$ cat config.mk
export PLATFORM = sky130hd
export DESIGN_NAME = calcc_top
export DESIGN_NICKNAME = d
export VERILOG_FILES = /design/src/inc/calcc_pkg.sv /design/src/rtl/calcc_sat14.sv /design/src/rtl/calcc_top.sv
export SDC_FILE = /design/constraint.sdc
export NUM_CORES = 2
export LEC_CHECK = 0
export BUFFER_PORTS_ARGS = -buffer_cell sky130_fd_sc_hd__buf_2
export CORE_MARGIN = 5
export CORE_UTILIZATION = 55
export DETAILED_ROUTE_END_ITERATION = 10
export PLACE_DENSITY = 0.84
export RECOVER_POWER = 25
export SLEW_MARGIN = 40
export SYNTH_ARGS = -nofsm -noshare
export SYNTH_HDL_FRONTEND = slang
export SYNTH_HIERARCHICAL = 1
export SYNTH_SLANG_ARGS = --single-unit
$ cat constraint.sdc
create_clock -name mclk -period 16 [get_ports mclk]
set_clock_uncertainty 0.2 [all_clocks]
set_input_delay 3.2 -clock mclk [delete_from_list [all_inputs] [get_ports mclk]]
set_output_delay 3.2 -clock mclk [all_outputs]
set_load 0.02 [all_outputs]
$ cat src/inc/calcc_pkg.sv
// Purpose: Shared constants and types for the calibration coefficient store and readout
// Assumes: One 100 MHz clock, image held in flip-flops in readout byte order
// Notes: Byte index n holds readout byte n+1
package calcc_pkg;

  // ------------------------------------------------------------
  // Image geometry
  // ------------------------------------------------------------
  localparam int unsigned CALCC_NBYTES = 20;
  localparam logic [4:0] CALCC_LAST_IDX = 5'h13;
  localparam logic [4:0] CALCC_SIG_IDX = 5'h0E;
  localparam logic [4:0] CALCC_PRE_SIG_IDX = 5'h0D;
  localparam logic [4:0] CALCC_POST_SIG_IDX = 5'h0F;
  localparam logic [4:0] CALCC_LAST_SIGNED_IDX = 5'h12;
  localparam logic [7:0] CALCC_TAIL_BYTE = 8'hA5;

  // ------------------------------------------------------------
  // Field positions
  // ------------------------------------------------------------
  localparam logic [4:0] CALCC_OFS_LO_IDX = 5'h00;
  localparam logic [4:0] CALCC_OFS_HI_IDX = 5'h01;
  localparam logic [4:0] CALCC_SOT_IDX = 5'h07;
  localparam logic [4:0] CALCC_CFG_A_IDX = 5'h08;
  localparam logic [4:0] CALCC_CFG_B_IDX = 5'h09;
  localparam logic [4:0] CALCC_CFG_C_IDX = 5'h0A;
  localparam logic [4:0] CALCC_TRIM_IDX = 5'h0F;
  localparam logic [4:0] CALCC_MODE_IDX = 5'h10;
  localparam logic [4:0] CALCC_GAIN_LO_IDX = 5'h11;
  localparam logic [4:0] CALCC_GAIN_HI_IDX = 5'h12;

  // ------------------------------------------------------------
  // Reset values and write masks, byte 0 in the low bits
  // ------------------------------------------------------------
  localparam logic [159:0] CALCC_RESET_IMAGE = 160'h0000_0000_0000_0000_0001_FC71_0000_0000_0000_0000;
  localparam logic [159:0] CALCC_WRITE_MASK = 160'h00FF_FFFF_FF00_FFFF_FFFF_FFFF_FF00_0000_0000_3FFF;

  // ------------------------------------------------------------
  // Commands, lock codes, signature
  // ------------------------------------------------------------
  localparam logic [7:0] CALCC_CMD_READ = 8'h00;
  localparam logic [2:0] CALCC_LOCK_CODE_A = 3'h3;
  localparam logic [2:0] CALCC_LOCK_CODE_B = 3'h6;
  localparam logic [7:0] CALCC_SIG_POLY = 8'h07;
  localparam logic [7:0] CALCC_SIG_SEED = 8'h00;

  // ------------------------------------------------------------
  // Register port map
  // ------------------------------------------------------------
  localparam logic [4:0] CALCC_ADDR_STATUS = 5'h14;
  localparam logic [4:0] CALCC_ADDR_CORR_LO = 5'h15;
  localparam logic [4:0] CALCC_ADDR_CORR_HI = 5'h16;

  // ------------------------------------------------------------
  // Arithmetic
  // ------------------------------------------------------------
  localparam logic [13:0] CALCC_RAW_MAX = 14'h3FFF;
  localparam int unsigned CALCC_GAIN_FRAC = 11;
  localparam int unsigned CALCC_GAIN_SCALE_SH = 3;
  localparam logic [5:0] CALCC_SOT_MULT = 6'h29;
  localparam int unsigned CALCC_SOT_SHIFT = 14;

  typedef enum logic [1:0] {
    CALCC_ST_CHECK = 2'b10,
    CALCC_ST_IDLE = 2'b01,
    CALCC_ST_SEND = 2'b11,
    CALCC_ST_SIGN = 2'b00
  } calcc_state_t;

  typedef struct packed {
    logic [14:0] gain;
    logic [13:0] offset;
    logic [7:0] second_order_coeff;
  } calcc_coeff_t;

  typedef struct packed {
    logic [2:0] lock;
    logic [2:0] diag_cfg;
    logic [3:0] preamp_gain;
    logic [6:0] upper_clip;
    logic [6:0] lower_clip;
    logic [3:0] adc_offset_trim;
    logic [3:0] reference_voltage_trim;
    logic [2:0] osc_trim;
    logic [1:0] regulator_config;
    logic [1:0] update_rate;
    logic [1:0] output_mode;
  } calcc_config_t;

endpackage

$ cat src/rtl/calcc_sat14.sv
// Purpose: Clamp a signed value into the 14-bit unsigned bridge range
// Assumes: Input is two's complement of width W
// Notes: Saturates at both ends, never wraps
`timescale 1ns/100ps
`default_nettype none
module calcc_sat14 #(
  parameter int unsigned W = 24
) (
  input wire logic signed [W-1:0] value,
  output logic [13:0] clamped
);

  // ------------------------------------------------------------
  // Clamp
  // ------------------------------------------------------------
  always_comb begin
    if (value < 0) begin
      clamped = 14'h0000;
    end else if (value > $signed({{(W-14){1'b0}}, calcc_pkg::CALCC_RAW_MAX})) begin
      clamped = calcc_pkg::CALCC_RAW_MAX;
    end else begin
      clamped = value[13:0];
    end
  end

endmodule
`default_nettype wire

$ cat src/rtl/calcc_top.sv
// Purpose: Calibration coefficient store, bridge correction and full-image readout
// Assumes: Link layer delivers command bytes and acknowledges each sent byte
// Notes: Image held as 20 byte flip-flops in readout order
//
// Behaviour
// - Raw bridge value is unsigned, zero to 16383, step one.
// - Gain is 15 bits, range zero to 64; bit 14 multiplies lower part by eight.
// - Gain bits 13:0 are fixed point below eight, bit 13 weighs four.
// - Offset is 14-bit unsigned, top bit weighs 8192, down to one.
// - Second-order term corrects nonlinearity, quarter percent steps, plus/minus 32 percent.
// - Arithmetic saturates instead of wrapping on excessive negative nonlinearity.
// - Read command 00 streams every byte of the calibration image.
// - After each sent byte the image shifts by eight bits.
// - Bytes 1-2 offset, byte 2 top bits reserved, 3-7 reserved, 8 second-order.
// - Bytes 9-11 hold lock, diagnostics, preamp gain and clip limits.
// - Bytes 12-14 customer tags, 15 signature, 16 adc offset and trims.
// - Bytes 17-19 regulator, rate, mode, adc offset, gain; byte 20 constant.
// - Eight-bit shift-register signature computed and checked at power-on.
// - Lock field 011 or 110 blocks every write permanently; here only until arst_n reloads the reset image, whose lock field is 000.
//
// Local design decisions: strobed register access and the register addresses.
`timescale 1ns/100ps
`default_nettype none
module calcc_top (
  input wire logic mclk,
  input wire logic arst_n,
  input wire logic [4:0] reg_addr,
  input wire logic [7:0] reg_wdata,
  input wire logic reg_wr,
  input wire logic reg_rd,
  output logic [7:0] reg_rdata,
  input wire logic cmd_valid,
  input wire logic [7:0] cmd_code,
  output logic tx_valid,
  output logic [7:0] tx_byte,
  input wire logic tx_done,
  input wire logic raw_valid,
  input wire logic [13:0] raw_bridge_value,
  output logic corr_valid,
  output logic [13:0] corr_value,
  output calcc_pkg::calcc_coeff_t coeff,
  output calcc_pkg::calcc_config_t cfg,
  output logic signature_ok,
  output logic nvm_locked,
  output logic busy
);

  // ------------------------------------------------------------
  // Storage and state
  // ------------------------------------------------------------
  logic [7:0] img_q [0:19];
  calcc_pkg::calcc_state_t state_q;
  logic [4:0] idx_q;
  logic [7:0] crc_q;
  logic [7:0] crc_next;
  logic [159:0] shift_q;
  logic [159:0] load_vec;
  logic [4:0] sent_q;
  logic sig_ok_q;
  logic tx_valid_q;
  logic [7:0] rdata_q;
  logic [2:0] lock_field;
  logic locked;
  logic cmd_start;
  logic wr_ok;
  logic [7:0] wmask;
  logic [13:0] offset_w;
  logic [14:0] gain_w;
  logic [7:0] sot_w;

  // ------------------------------------------------------------
  // Field extraction
  // ------------------------------------------------------------
  assign offset_w = {img_q[calcc_pkg::CALCC_OFS_HI_IDX][5:0], img_q[calcc_pkg::CALCC_OFS_LO_IDX]};
  assign sot_w = img_q[calcc_pkg::CALCC_SOT_IDX];
  assign gain_w = {img_q[calcc_pkg::CALCC_GAIN_HI_IDX], img_q[calcc_pkg::CALCC_GAIN_LO_IDX][7:1]};
  assign lock_field = {img_q[calcc_pkg::CALCC_CFG_B_IDX][1:0], img_q[calcc_pkg::CALCC_CFG_A_IDX][7]};
  assign locked = (lock_field == calcc_pkg::CALCC_LOCK_CODE_A) ||
                  (lock_field == calcc_pkg::CALCC_LOCK_CODE_B);

  assign coeff.gain = gain_w;
  assign coeff.offset = offset_w;
  assign coeff.second_order_coeff = sot_w;
  assign cfg.lock = lock_field;
  assign cfg.diag_cfg = img_q[calcc_pkg::CALCC_CFG_A_IDX][6:4];
  assign cfg.preamp_gain = img_q[calcc_pkg::CALCC_CFG_A_IDX][3:0];
  assign cfg.upper_clip = {img_q[calcc_pkg::CALCC_CFG_C_IDX][0], img_q[calcc_pkg::CALCC_CFG_B_IDX][7:2]};
  assign cfg.lower_clip = img_q[calcc_pkg::CALCC_CFG_C_IDX][7:1];
  assign cfg.adc_offset_trim = {img_q[calcc_pkg::CALCC_MODE_IDX][2:0], img_q[calcc_pkg::CALCC_TRIM_IDX][7]};
  assign cfg.reference_voltage_trim = img_q[calcc_pkg::CALCC_TRIM_IDX][6:3];
  assign cfg.osc_trim = img_q[calcc_pkg::CALCC_TRIM_IDX][2:0];
  assign cfg.regulator_config = {img_q[calcc_pkg::CALCC_GAIN_LO_IDX][0], img_q[calcc_pkg::CALCC_MODE_IDX][7]};
  assign cfg.update_rate = img_q[calcc_pkg::CALCC_MODE_IDX][6:5];
  assign cfg.output_mode = img_q[calcc_pkg::CALCC_MODE_IDX][4:3];

  // ------------------------------------------------------------
  // Request qualification
  // ------------------------------------------------------------
  assign cmd_start = (state_q == calcc_pkg::CALCC_ST_IDLE) && cmd_valid &&
                     (cmd_code == calcc_pkg::CALCC_CMD_READ);

  always_comb begin
    wmask = 8'h00;
    if (reg_addr <= calcc_pkg::CALCC_LAST_IDX) begin
      wmask = calcc_pkg::CALCC_WRITE_MASK[{reg_addr, 3'h0} +: 8];
    end
  end

  assign wr_ok = reg_wr && (state_q == calcc_pkg::CALCC_ST_IDLE) && !cmd_start &&
                 !locked && (wmask != 8'h00);

  // ------------------------------------------------------------
  // Signature step, one byte per cycle
  // ------------------------------------------------------------
  always_comb begin
    logic [7:0] c;
    logic [7:0] d;
    c = crc_q;
    d = img_q[idx_q];
    for (int b = 7; b >= 0; b--) begin
      if (c[7] ^ d[b]) begin
        c = {c[6:0], 1'b0} ^ calcc_pkg::CALCC_SIG_POLY;
      end else begin
        c = {c[6:0], 1'b0};
      end
    end
    crc_next = c;
  end

  // ------------------------------------------------------------
  // Image store
  // ------------------------------------------------------------
  always_ff @(posedge mclk or negedge arst_n) begin
    if (!arst_n) begin
      for (int i = 0; i < calcc_pkg::CALCC_NBYTES; i++) begin
        img_q[i] <= calcc_pkg::CALCC_RESET_IMAGE[i*8 +: 8];
      end
    end else begin
      if (wr_ok) begin
        img_q[reg_addr] <= reg_wdata & wmask;
      end else if ((state_q == calcc_pkg::CALCC_ST_SIGN) &&
                   (idx_q == calcc_pkg::CALCC_LAST_SIGNED_IDX)) begin
        img_q[calcc_pkg::CALCC_SIG_IDX] <= crc_next;
      end
    end
  end

  // ------------------------------------------------------------
  // Readout image assembly
  // ------------------------------------------------------------
  always_comb begin
    load_vec = 160'h0;
    for (int i = 0; i < calcc_pkg::CALCC_NBYTES - 1; i++) begin
      load_vec[i*8 +: 8] = img_q[i];
    end
    load_vec[159:152] = calcc_pkg::CALCC_TAIL_BYTE;
  end

  // ------------------------------------------------------------
  // Control sequencer
  // ------------------------------------------------------------
  always_ff @(posedge mclk or negedge arst_n) begin
    if (!arst_n) begin
      state_q <= calcc_pkg::CALCC_ST_CHECK;
      idx_q <= 5'h00;
      crc_q <= calcc_pkg::CALCC_SIG_SEED;
      sig_ok_q <= 1'b0;
    end else begin
      case (state_q)
        calcc_pkg::CALCC_ST_CHECK, calcc_pkg::CALCC_ST_SIGN: begin
          crc_q <= crc_next;
          if (idx_q == calcc_pkg::CALCC_LAST_SIGNED_IDX) begin
            if (state_q == calcc_pkg::CALCC_ST_CHECK) begin
              sig_ok_q <= (crc_next == img_q[calcc_pkg::CALCC_SIG_IDX]);
            end else begin
              sig_ok_q <= 1'b1;
            end
            state_q <= calcc_pkg::CALCC_ST_IDLE;
            idx_q <= 5'h00;
          end else if (idx_q == calcc_pkg::CALCC_PRE_SIG_IDX) begin
            idx_q <= calcc_pkg::CALCC_POST_SIG_IDX;
          end else begin
            idx_q <= idx_q + 5'h01;
          end
        end
        calcc_pkg::CALCC_ST_IDLE: begin
          crc_q <= calcc_pkg::CALCC_SIG_SEED;
          idx_q <= 5'h00;
          if (cmd_start) begin
            state_q <= calcc_pkg::CALCC_ST_SEND;
          end else if (wr_ok) begin
            state_q <= calcc_pkg::CALCC_ST_SIGN;
          end
        end
        calcc_pkg::CALCC_ST_SEND: begin
          if (tx_done && (sent_q == calcc_pkg::CALCC_LAST_IDX)) begin
            state_q <= calcc_pkg::CALCC_ST_IDLE;
          end
        end
        default: begin
          state_q <= calcc_pkg::CALCC_ST_IDLE;
        end
      endcase
    end
  end

  // ------------------------------------------------------------
  // Byte stream
  // ------------------------------------------------------------
  always_ff @(posedge mclk or negedge arst_n) begin
    if (!arst_n) begin
      shift_q <= 160'h0;
      sent_q <= 5'h00;
      tx_valid_q <= 1'b0;
    end else begin
      if (cmd_start) begin
        shift_q <= load_vec;
        sent_q <= 5'h00;
        tx_valid_q <= 1'b1;
      end else if ((state_q == calcc_pkg::CALCC_ST_SEND) && tx_done) begin
        shift_q <= {8'h00, shift_q[159:8]};
        sent_q <= sent_q + 5'h01;
        if (sent_q == calcc_pkg::CALCC_LAST_IDX) begin
          tx_valid_q <= 1'b0;
        end
      end
    end
  end

  assign tx_valid = tx_valid_q;
  assign tx_byte = shift_q[7:0];

  // ------------------------------------------------------------
  // Register read port
  // ------------------------------------------------------------
  always_ff @(posedge mclk or negedge arst_n) begin
    if (!arst_n) begin
      rdata_q <= 8'h00;
    end else if (reg_rd) begin
      if (reg_addr < calcc_pkg::CALCC_LAST_IDX) begin
        rdata_q <= img_q[reg_addr];
      end else if (reg_addr == calcc_pkg::CALCC_LAST_IDX) begin
        rdata_q <= calcc_pkg::CALCC_TAIL_BYTE;
      end else if (reg_addr == calcc_pkg::CALCC_ADDR_STATUS) begin
        rdata_q <= {5'h00, (state_q != calcc_pkg::CALCC_ST_IDLE), locked, sig_ok_q};
      end else if (reg_addr == calcc_pkg::CALCC_ADDR_CORR_LO) begin
        rdata_q <= corr_value[7:0];
      end else if (reg_addr == calcc_pkg::CALCC_ADDR_CORR_HI) begin
        rdata_q <= {2'b00, corr_value[13:8]};
      end else begin
        rdata_q <= 8'h00;
      end
    end else begin
      rdata_q <= 8'h00;
    end
  end

  assign reg_rdata = rdata_q;

  // ------------------------------------------------------------
  // Status flags
  // ------------------------------------------------------------
  logic locked_q;
  logic busy_q;

  always_ff @(posedge mclk or negedge arst_n) begin
    if (!arst_n) begin
      locked_q <= 1'b0;
      busy_q <= 1'b1;
    end else begin
      locked_q <= locked;
      busy_q <= (state_q != calcc_pkg::CALCC_ST_IDLE) || cmd_start || wr_ok;
    end
  end

  assign signature_ok = sig_ok_q;
  assign nvm_locked = locked_q;
  assign busy = busy_q;

  // ------------------------------------------------------------
  // Correction stage 1: offset and gain
  // ------------------------------------------------------------
  logic [13:0] diff;
  logic [30:0] prod;
  logic signed [20:0] lin_s;
  logic [13:0] lin_sat;
  logic [13:0] lin_q;
  logic lin_v_q;

  always_comb begin
    if (raw_bridge_value > offset_w) begin
      diff = raw_bridge_value - offset_w;
    end else begin
      diff = 14'h0000;
    end
  end

  always_comb begin
    prod = 31'(diff) * 31'(gain_w[13:0]);
    if (gain_w[14]) begin
      prod = prod << calcc_pkg::CALCC_GAIN_SCALE_SH;
    end
  end

  assign lin_s = $signed({1'b0, prod[30:calcc_pkg::CALCC_GAIN_FRAC]});

  calcc_sat14 #(
    .W(21)
  ) u_sat_lin (
    .value(lin_s),
    .clamped(lin_sat)
  );

  always_ff @(posedge mclk or negedge arst_n) begin
    if (!arst_n) begin
      lin_q <= 14'h0000;
      lin_v_q <= 1'b0;
    end else begin
      lin_q <= lin_sat;
      lin_v_q <= raw_valid;
    end
  end

  // ------------------------------------------------------------
  // Correction stage 2: second-order term
  // ------------------------------------------------------------
  logic [27:0] bow;
  logic signed [35:0] sot_prod;
  logic signed [22:0] sum_s;
  logic [13:0] out_sat;
  logic [13:0] corr_q;
  logic corr_v_q;

  assign bow = 28'(lin_q) * 28'(calcc_pkg::CALCC_RAW_MAX - lin_q);
  assign sot_prod = $signed(sot_w) * $signed({1'b0, bow[27:14]}) *
                    $signed({1'b0, calcc_pkg::CALCC_SOT_MULT});
  assign sum_s = $signed({9'h000, lin_q}) +
                 23'(sot_prod >>> calcc_pkg::CALCC_SOT_SHIFT);

  calcc_sat14 #(
    .W(23)
  ) u_sat_out (
    .value(sum_s),
    .clamped(out_sat)
  );

  always_ff @(posedge mclk or negedge arst_n) begin
    if (!arst_n) begin
      corr_q <= 14'h0000;
      corr_v_q <= 1'b0;
    end else begin
      corr_q <= out_sat;
      corr_v_q <= lin_v_q;
    end
  end

  assign corr_value = corr_q;
  assign corr_valid = corr_v_q;

endmodule
`default_nettype wire

; ---- Word level (Yosys, flattened, before mapping)
; Cells that the tools add are included.
[totals]
ff_bits = 382
inputBits = 42
out_inout_bits = 113
elab_cells = 165
[op_classes]
add_sub_neg = 5
multipliers = 4
order_cmp = 10
eq_ne = 17
shift = 1
mux = 49
bitwise_logic = 19
n_reduce_logical = 26
[op_table]
columns = op, count
row1 = $mux 160, 2
row2 = $bwmux 160, 1
row3 = $shiftx 160x9->8 const A, 1
row4 = $mux 8, 13
row5 = $bmux 8 s5, 2
row6 = $mux 14, 5
row7 = $demux 8 s5, 1
row8 = $mux 31, 1
row9 = $eq 5x5->1 const B, 6
row10 = $mul 23x7->30 const B, 1
row11 = $mul 14x14->28, 1
row12 = $mul 15x15->28, 1
row13 = $mux 3, 8
row14 = $not 3->3, 8
row15 = $mul 8x15->23, 1
row16 = $gt 20x14->1 const B, 1
row17 = $lt 20x1->1 const B, 1
row18 = $mux 5, 4
row19 = $add 15x16->17, 1
row20 = $gt 17x15->1 const B, 1
row21 = $lt 17x1->1 const B, 1
row22 = $pmux 8 s2, 1
row23 = $sub 14x14->15 const A, 1
row24 = $gt 14x14->1, 1
row25 = 33 further kinds, 67

; ---- Logic depth before layout (Yosys ltp)
[depth]
word_depth = 22
depth_mapped = 72
depth_no_buf = 70

; ---- Cells and area by module
; Netlist, hierarchy kept.
[by_module_without_submodules]
columns = mod, instances, cells_per_inst, area_each_um2, seq_area_each_um2
row1 = calcc_top, 1, 3953, 37280.8, 9400.3
row2 = calcc_sat14 at u_sat_out, 1, 33, 191.4, 0.0
row3 = calcc_sat14 at u_sat_lin, 1, 33, 186.4, 0.0

; ---- Least setup slack after synthesis
; Ideal clock, no wire load.
[synth_timing]
path_type = register -> register
startpoint = register lin_q[10]
endpoint = register corr_q[10], in the netlist corr_value[10]
setup_time_ps = 82
t_arrival_ps = 15422
required_ps = 15718
setup_slack_ps = 296
stages_incl_launch_ff = 63
path_buffers = 3
period_less_slack_ps = 15704
cell_sequence = dfrtp_1 -> clkbuf_1 -> clkinv_1 -> clkbuf_1 -> nor2_1 -> fa_1 -> inv_1 -> fa_1 -> inv_1 -> fa_1 -> fa_1 -> fa_1 -> inv_1 -> fa_1 -> inv_1 -> ha_1 -> o21a_1 -> o211a_1 -> (+27 left out) -> ha_1 -> inv_1 -> fa_1 -> inv_1 -> ha_1 -> and4_1 -> a221oi_2 -> inv_1 -> a21oi_1 -> xnor2_1 -> ha_1 -> a21oi_1 -> o21ai_0 -> maj3_1 -> mux2i_1 -> nor4_2 -> buf_6 -> a31oi_1
[synth_via]
elab_chain_cells = 8
word_cells_on_any_way = 9
classes_between = 2 x add/sub / 3 x mul / 2 x order compare / 2 x mux
[synth_rtl]
columns = item, line
row1 = start: declaration, calcc_top.sv:287  ; logic [13:0] lin_q;
row2 = start signal: assignment, calcc_top.sv:319  ; lin_q <= lin_sat;
row3 = $sub 14x14->15, calcc_top.sv:334  ; assign bow = 28'(lin_q) * 28'(calcc_pkg::CALCC_RAW_MAX - lin_q);
row4 = $mul 15x15->28, calcc_top.sv:334
row5 = $mul 8x15->23, calcc_top.sv:335  ; assign sot_prod = $signed(sot_w) * $signed({1'b0, bow[27:14]}) *
row6 = $mul 23x7->30, calcc_top.sv:335
row7 = $add 15x16->17 (*), calcc_top.sv:337  ; assign sum_s = $signed({9'h000, lin_q}) +
row8 = via sum_s[16], calcc_top.sv:329  ; logic signed [22:0] sum_s;
row9 = $gt 17x15->1, calcc_sat14.sv:19  ; end else if (value > $signed({{(W-14){1'b0}}, calcc_pkg::CALCC_RAW_MAX})) begin
row10 = $mux 14, calcc_sat14.sv:19
row11 = $mux 14 (*), calcc_sat14.sv:17  ; if (value < 0) begin
row12 = via out_sat[10], calcc_top.sv:330  ; logic [13:0] out_sat;
row13 = end signal: assignment, calcc_top.sv:352  ; corr_q <= out_sat;
row14 = end: declaration, calcc_top.sv:331  ; logic [13:0] corr_q;
; The timed path passes the listed nets; every way through them passes the cells marked *.
; A chain may end at the register's enable or synchronous reset.

; ---- Final worst setup path
[layout_timing]
startpoint = register lin_q[9]
endpoint = register corr_q[0], in the netlist corr_value[0]
; Same word-level chain as after synthesis.

==> impl_metrics.csv <==
group,metric,value,unit
routing,drcViolationCount,0,
floorplan,start_util,55.2,%
placement,gp_congestion,0.972,
sta,period_minus_slack,15.66,ns
clocking,clk-insertion-delay-late,0.57,ns
sta,finalHoldViolCount,0,
clocking,root_buffer,"clkbuf_16",
finish,drive_gt1_share,16.7,%
routing,vias,30100,
critical_path,startpoint,"lin_q[9]",
finish,fin_util,60.0,%
clocking,tritoncts,"built",
floorplan,core,68200,um^2
outcome,failed_checks,"max-capacitance violations, max-slew violations",
global_routing,grtUsageTotal,28.5,%
sta,finalSetupViolations,0,
critical_path,critPathMaxFanout,13,
synth,synth_top_area_share,24.1,%
critical_path,end_kind,"register",
power,p_leak,21.6,nW
synth,synth_top_flop_cell,"dfrtp_1",
critical_path,path_common_cell,"fa_1",
synth,yosys_warnings,6,
sta,relSlewSlack,-209,%
sta,fmax,63.9,MHz
routing,routed_via_density,6.11,
critical_path,path_class,"register to register",
sta,hold_ws,0.159,ns
routing,drt_iter0_markers,3379,
global_routing,antenna_found_initial,5,
global_routing,gr-total-overflow,0,
clocking,cts_buffers,41,
critical_path,r2r_end,"corr_value[0]",
critical_path,required,16.24,ns
clocking,cts_buffer_depth,3,
synth,yosysUniqueCellTypes,82,
synth,syn_inst,4019,
global_routing,grt_pass1_wl,168000,um
routing,ant_nets,0,
synth,avgSynthCellArea,9.37,um^2
placement,dp_slack,-0.554,ns
routing,dr.pass1.iters,8,
sta,worst_slack,0.344,ns
placement,io_buffers,154,
floorplan,dieArea,73800,um^2
critical_path,slowest_stage,"fa_1",
critical_path,endpoint,"corr_value[0]",
global_routing,grt_max_degree,98,
floorplan,io_pins,155,
hold_path,hold_class,"register to register",
finish,area_growth,8.70,%
routing,wl,108000,um
sta,post-route-period-util,97.9,%
outcome,status,"complete, but fails checks",
synth,synth.area.top_cells,"dfrtp_1 (24%), fa_1 (19%), ha_1 (12%)",
critical_path,arrival,15.89,ns
clocking,ctsHtreeMaxLevel,2,
critical_path,reg2reg_slack,0.34,ns
critical_path,cp_slowest_stage_delay,0.56,ns
run,cap_violations,5,
clocking,clkTransAtPathRegs,0.06,ns
global_routing,grt_pass1_vias,30200,
synth,synth_edf_count,0,
sta,drv_slew,244,
hold_path,holdCritStartpoint,"lin_v_q",
clocking,postCtsHoldBufs,0,
critical_path,crit_path_start_kind,"register",
synth,synth.largest_area_cell,"dfrtp_1",
routing,post_drt_wl_per_cell,21.8,um
placement,dp_hpwl,78200,um
floorplan,dieHeight,272,um
power,power.density,210,nW/um^2
floorplan,die_w,272,um
finish,layout.nets,4779,
synth,synth_area,37700,um^2
synth,ys_seq_elements,375,
critical_path,r2r_cells,64,
synth,synth.yosys.seq_area_share,25.0,%
floorplan,placementRows,96,
critical_path,timing.rr.start,"lin_q[9]",
clocking,clkSinkCount,375,
power,ir_drop,0.000638,V
sta,worst_pin_slew,4.63,ns
synth,async_flop_share,100,%
cells in the final DEF, fill, tap and decap left out, types with 9 or more instances in the layout:
master / synthesis / final
a211oi_1: 12 / 11
mux2i_1: 12 / 11
xor2_1: 45 / 44
a22oi_1: 9 / 9
mux2_2: 108 / 108
clkbuf_16: 0 / 41
dfstp_2: 13 / 13
nor2_1: 395 / 376
dfrtp_2: 0 / 11
nand3_1: 19 / 18
fa_1: 363 / 360
mux4_2: 87 / 87
nor2_2: 0 / 16
nand2_1: 569 / 568
dfrtp_1: 362 / 351
a21o_1: 25 / 25
and3_1: 15 / 14
xnor2_1: 69 / 59
inv_2: 1 / 11
nor2b_1: 30 / 27
nand2b_1: 14 / 14
o21ai_1: 7 / 10
ha_1: 366 / 356
nor3_1: 41 / 39
a31oi_1: 160 / 158
a21oi_2: 3 / 13
inv_1: 523 / 516
nand4_1: 14 / 14
and2_1: 155 / 151
a21oi_1: 85 / 73
buf_4: 88 / 100
buf_2: 5 / 153
o21ai_0: 69 / 61
clkbuf_1: 205 / 14
o21a_1: 12 / 11
cell usage after synthesis (all sizes together), types with 7 or more instances:
cell    count
nand2b     14
ha        366
clkbuf    207
and2      155
mux2      108
a31oi     160
a22oi       9
nor4        9
a21o       25
nand4      14
inv       524
dfstp      13
xnor2      70
mux2i      12
a211oi     12
fa        363
nand2     569
o21ai      76
mux4       87
a21oi      88
xor2       45
buf       121
nor2b      30
nor2      395
nor3       42
o211ai      7
o21a       12
nand3      19
o21bai      9
and3       15
dfrtp     362
repair_timing:
item                       4_1_cts  5_1_grt
resized for setup               17      116
gates cloned                     1        0
buffers inserted                 2       27
setup endpoints to repair       14       14
hold endpoints to repair         0        0
pin swaps                        3       42
state kept, by name, indices dropped and copies added, names as in the netlist:
register and flops:
tx_valid 1, state_q 2, lin_v_q 1, busy 1, idx_q 5, signature_ok 1
coeff 29, corr_value 14, reg_rdata 8, sot_w 8, cfg 41, lin_q 14
shift_q 153, crc_q 8, nvm_locked 1, sent_q 5, corr_valid 1, img_q 82
worst max-delay path: cells and delay by family, from the launching register on:
family | cells | cell delay [ns]
adder cells (fa/ha/maj) | 18 | 7.11
AND/OR/NAND/NOR | 12 | 1.91
XOR/XNOR | 3 | 0.42
AO/OA/AOI/OAI | 21 | 4.29
flip-flops | 1 | 0.40
buffers and inverters | 10 | 1.19
routing by layer:
metal  track usage, %  vias to the layer above  part of all wire [%]
li1                 -                    12900                     -
met1             39.2                    14900                    38
met2             44.1                     1938                    46
met3             7.75                      346                    13
met4             9.90                        0                   4.0
met5                0                        -                     0
area by class of cell:
type	count	area [um^2]
Fill cell	5267	27300
Multi-Input combinational cell	2790	25400
Sequential cell	375	9410
Inverter	530	1990
Timing Repair Buffer	270	1710
Clock buffer	56	1140
Tap cell	882	1100
Clock inverter	19	205
Antenna cell	3	7.51
metrics by stage:
stage               total power [mW]  instances  instance area (um^2)  setup TNS, ns
finish                          8.60       4925                 40900              0
global route                    9.30       4922                 40900          -3.25
CTS                             7.99       4895                 40200              0
detailed placement              6.94       4817                 38800          -7.39
global placement                6.75       4814                 38600              0
floorplan                       5.63       4023                 37700              0
cell families (layout without fill, tap and decap cells):
kind of cell	Yosys count	after routing	synth area share (%)
AO/OA/AOI/OAI	450	450	7.65
XOR/XNOR	115	115	2.69
adder cells (fa/ha/maj)	731	731	31.5
buffers and inverters	858	875	9.59
flip-flops	375	375	25.0
multiplexers	207	207	8.75
other	1	8	0.00996
AND/OR/NAND/NOR	1282	1282	14.8
worst min path at each step:
stage / slack (ns) / to / depth (start not counted)
5_1_grt: 0.17 / corr_valid / 0
3_3_place_gp: 0.14 / corr_valid / 0
6_report: 0.16 / corr_valid / 0
3_5_place_dp: 0.15 / corr_valid / 0
2_1_floorplan: 0.13 / corr_valid / 0
4_1_cts: 0.16 / corr_valid / 0
power by group:
part	switching, mW	total (mW)	leakage (nW)	internal, mW
logic	3.63	6.41	15.9	2.77
clock network	0.415	0.970	0.665	0.555
registers	0.167	1.23	5.03	1.06
No activity file was read; power rests on OpenSTA's default activity.
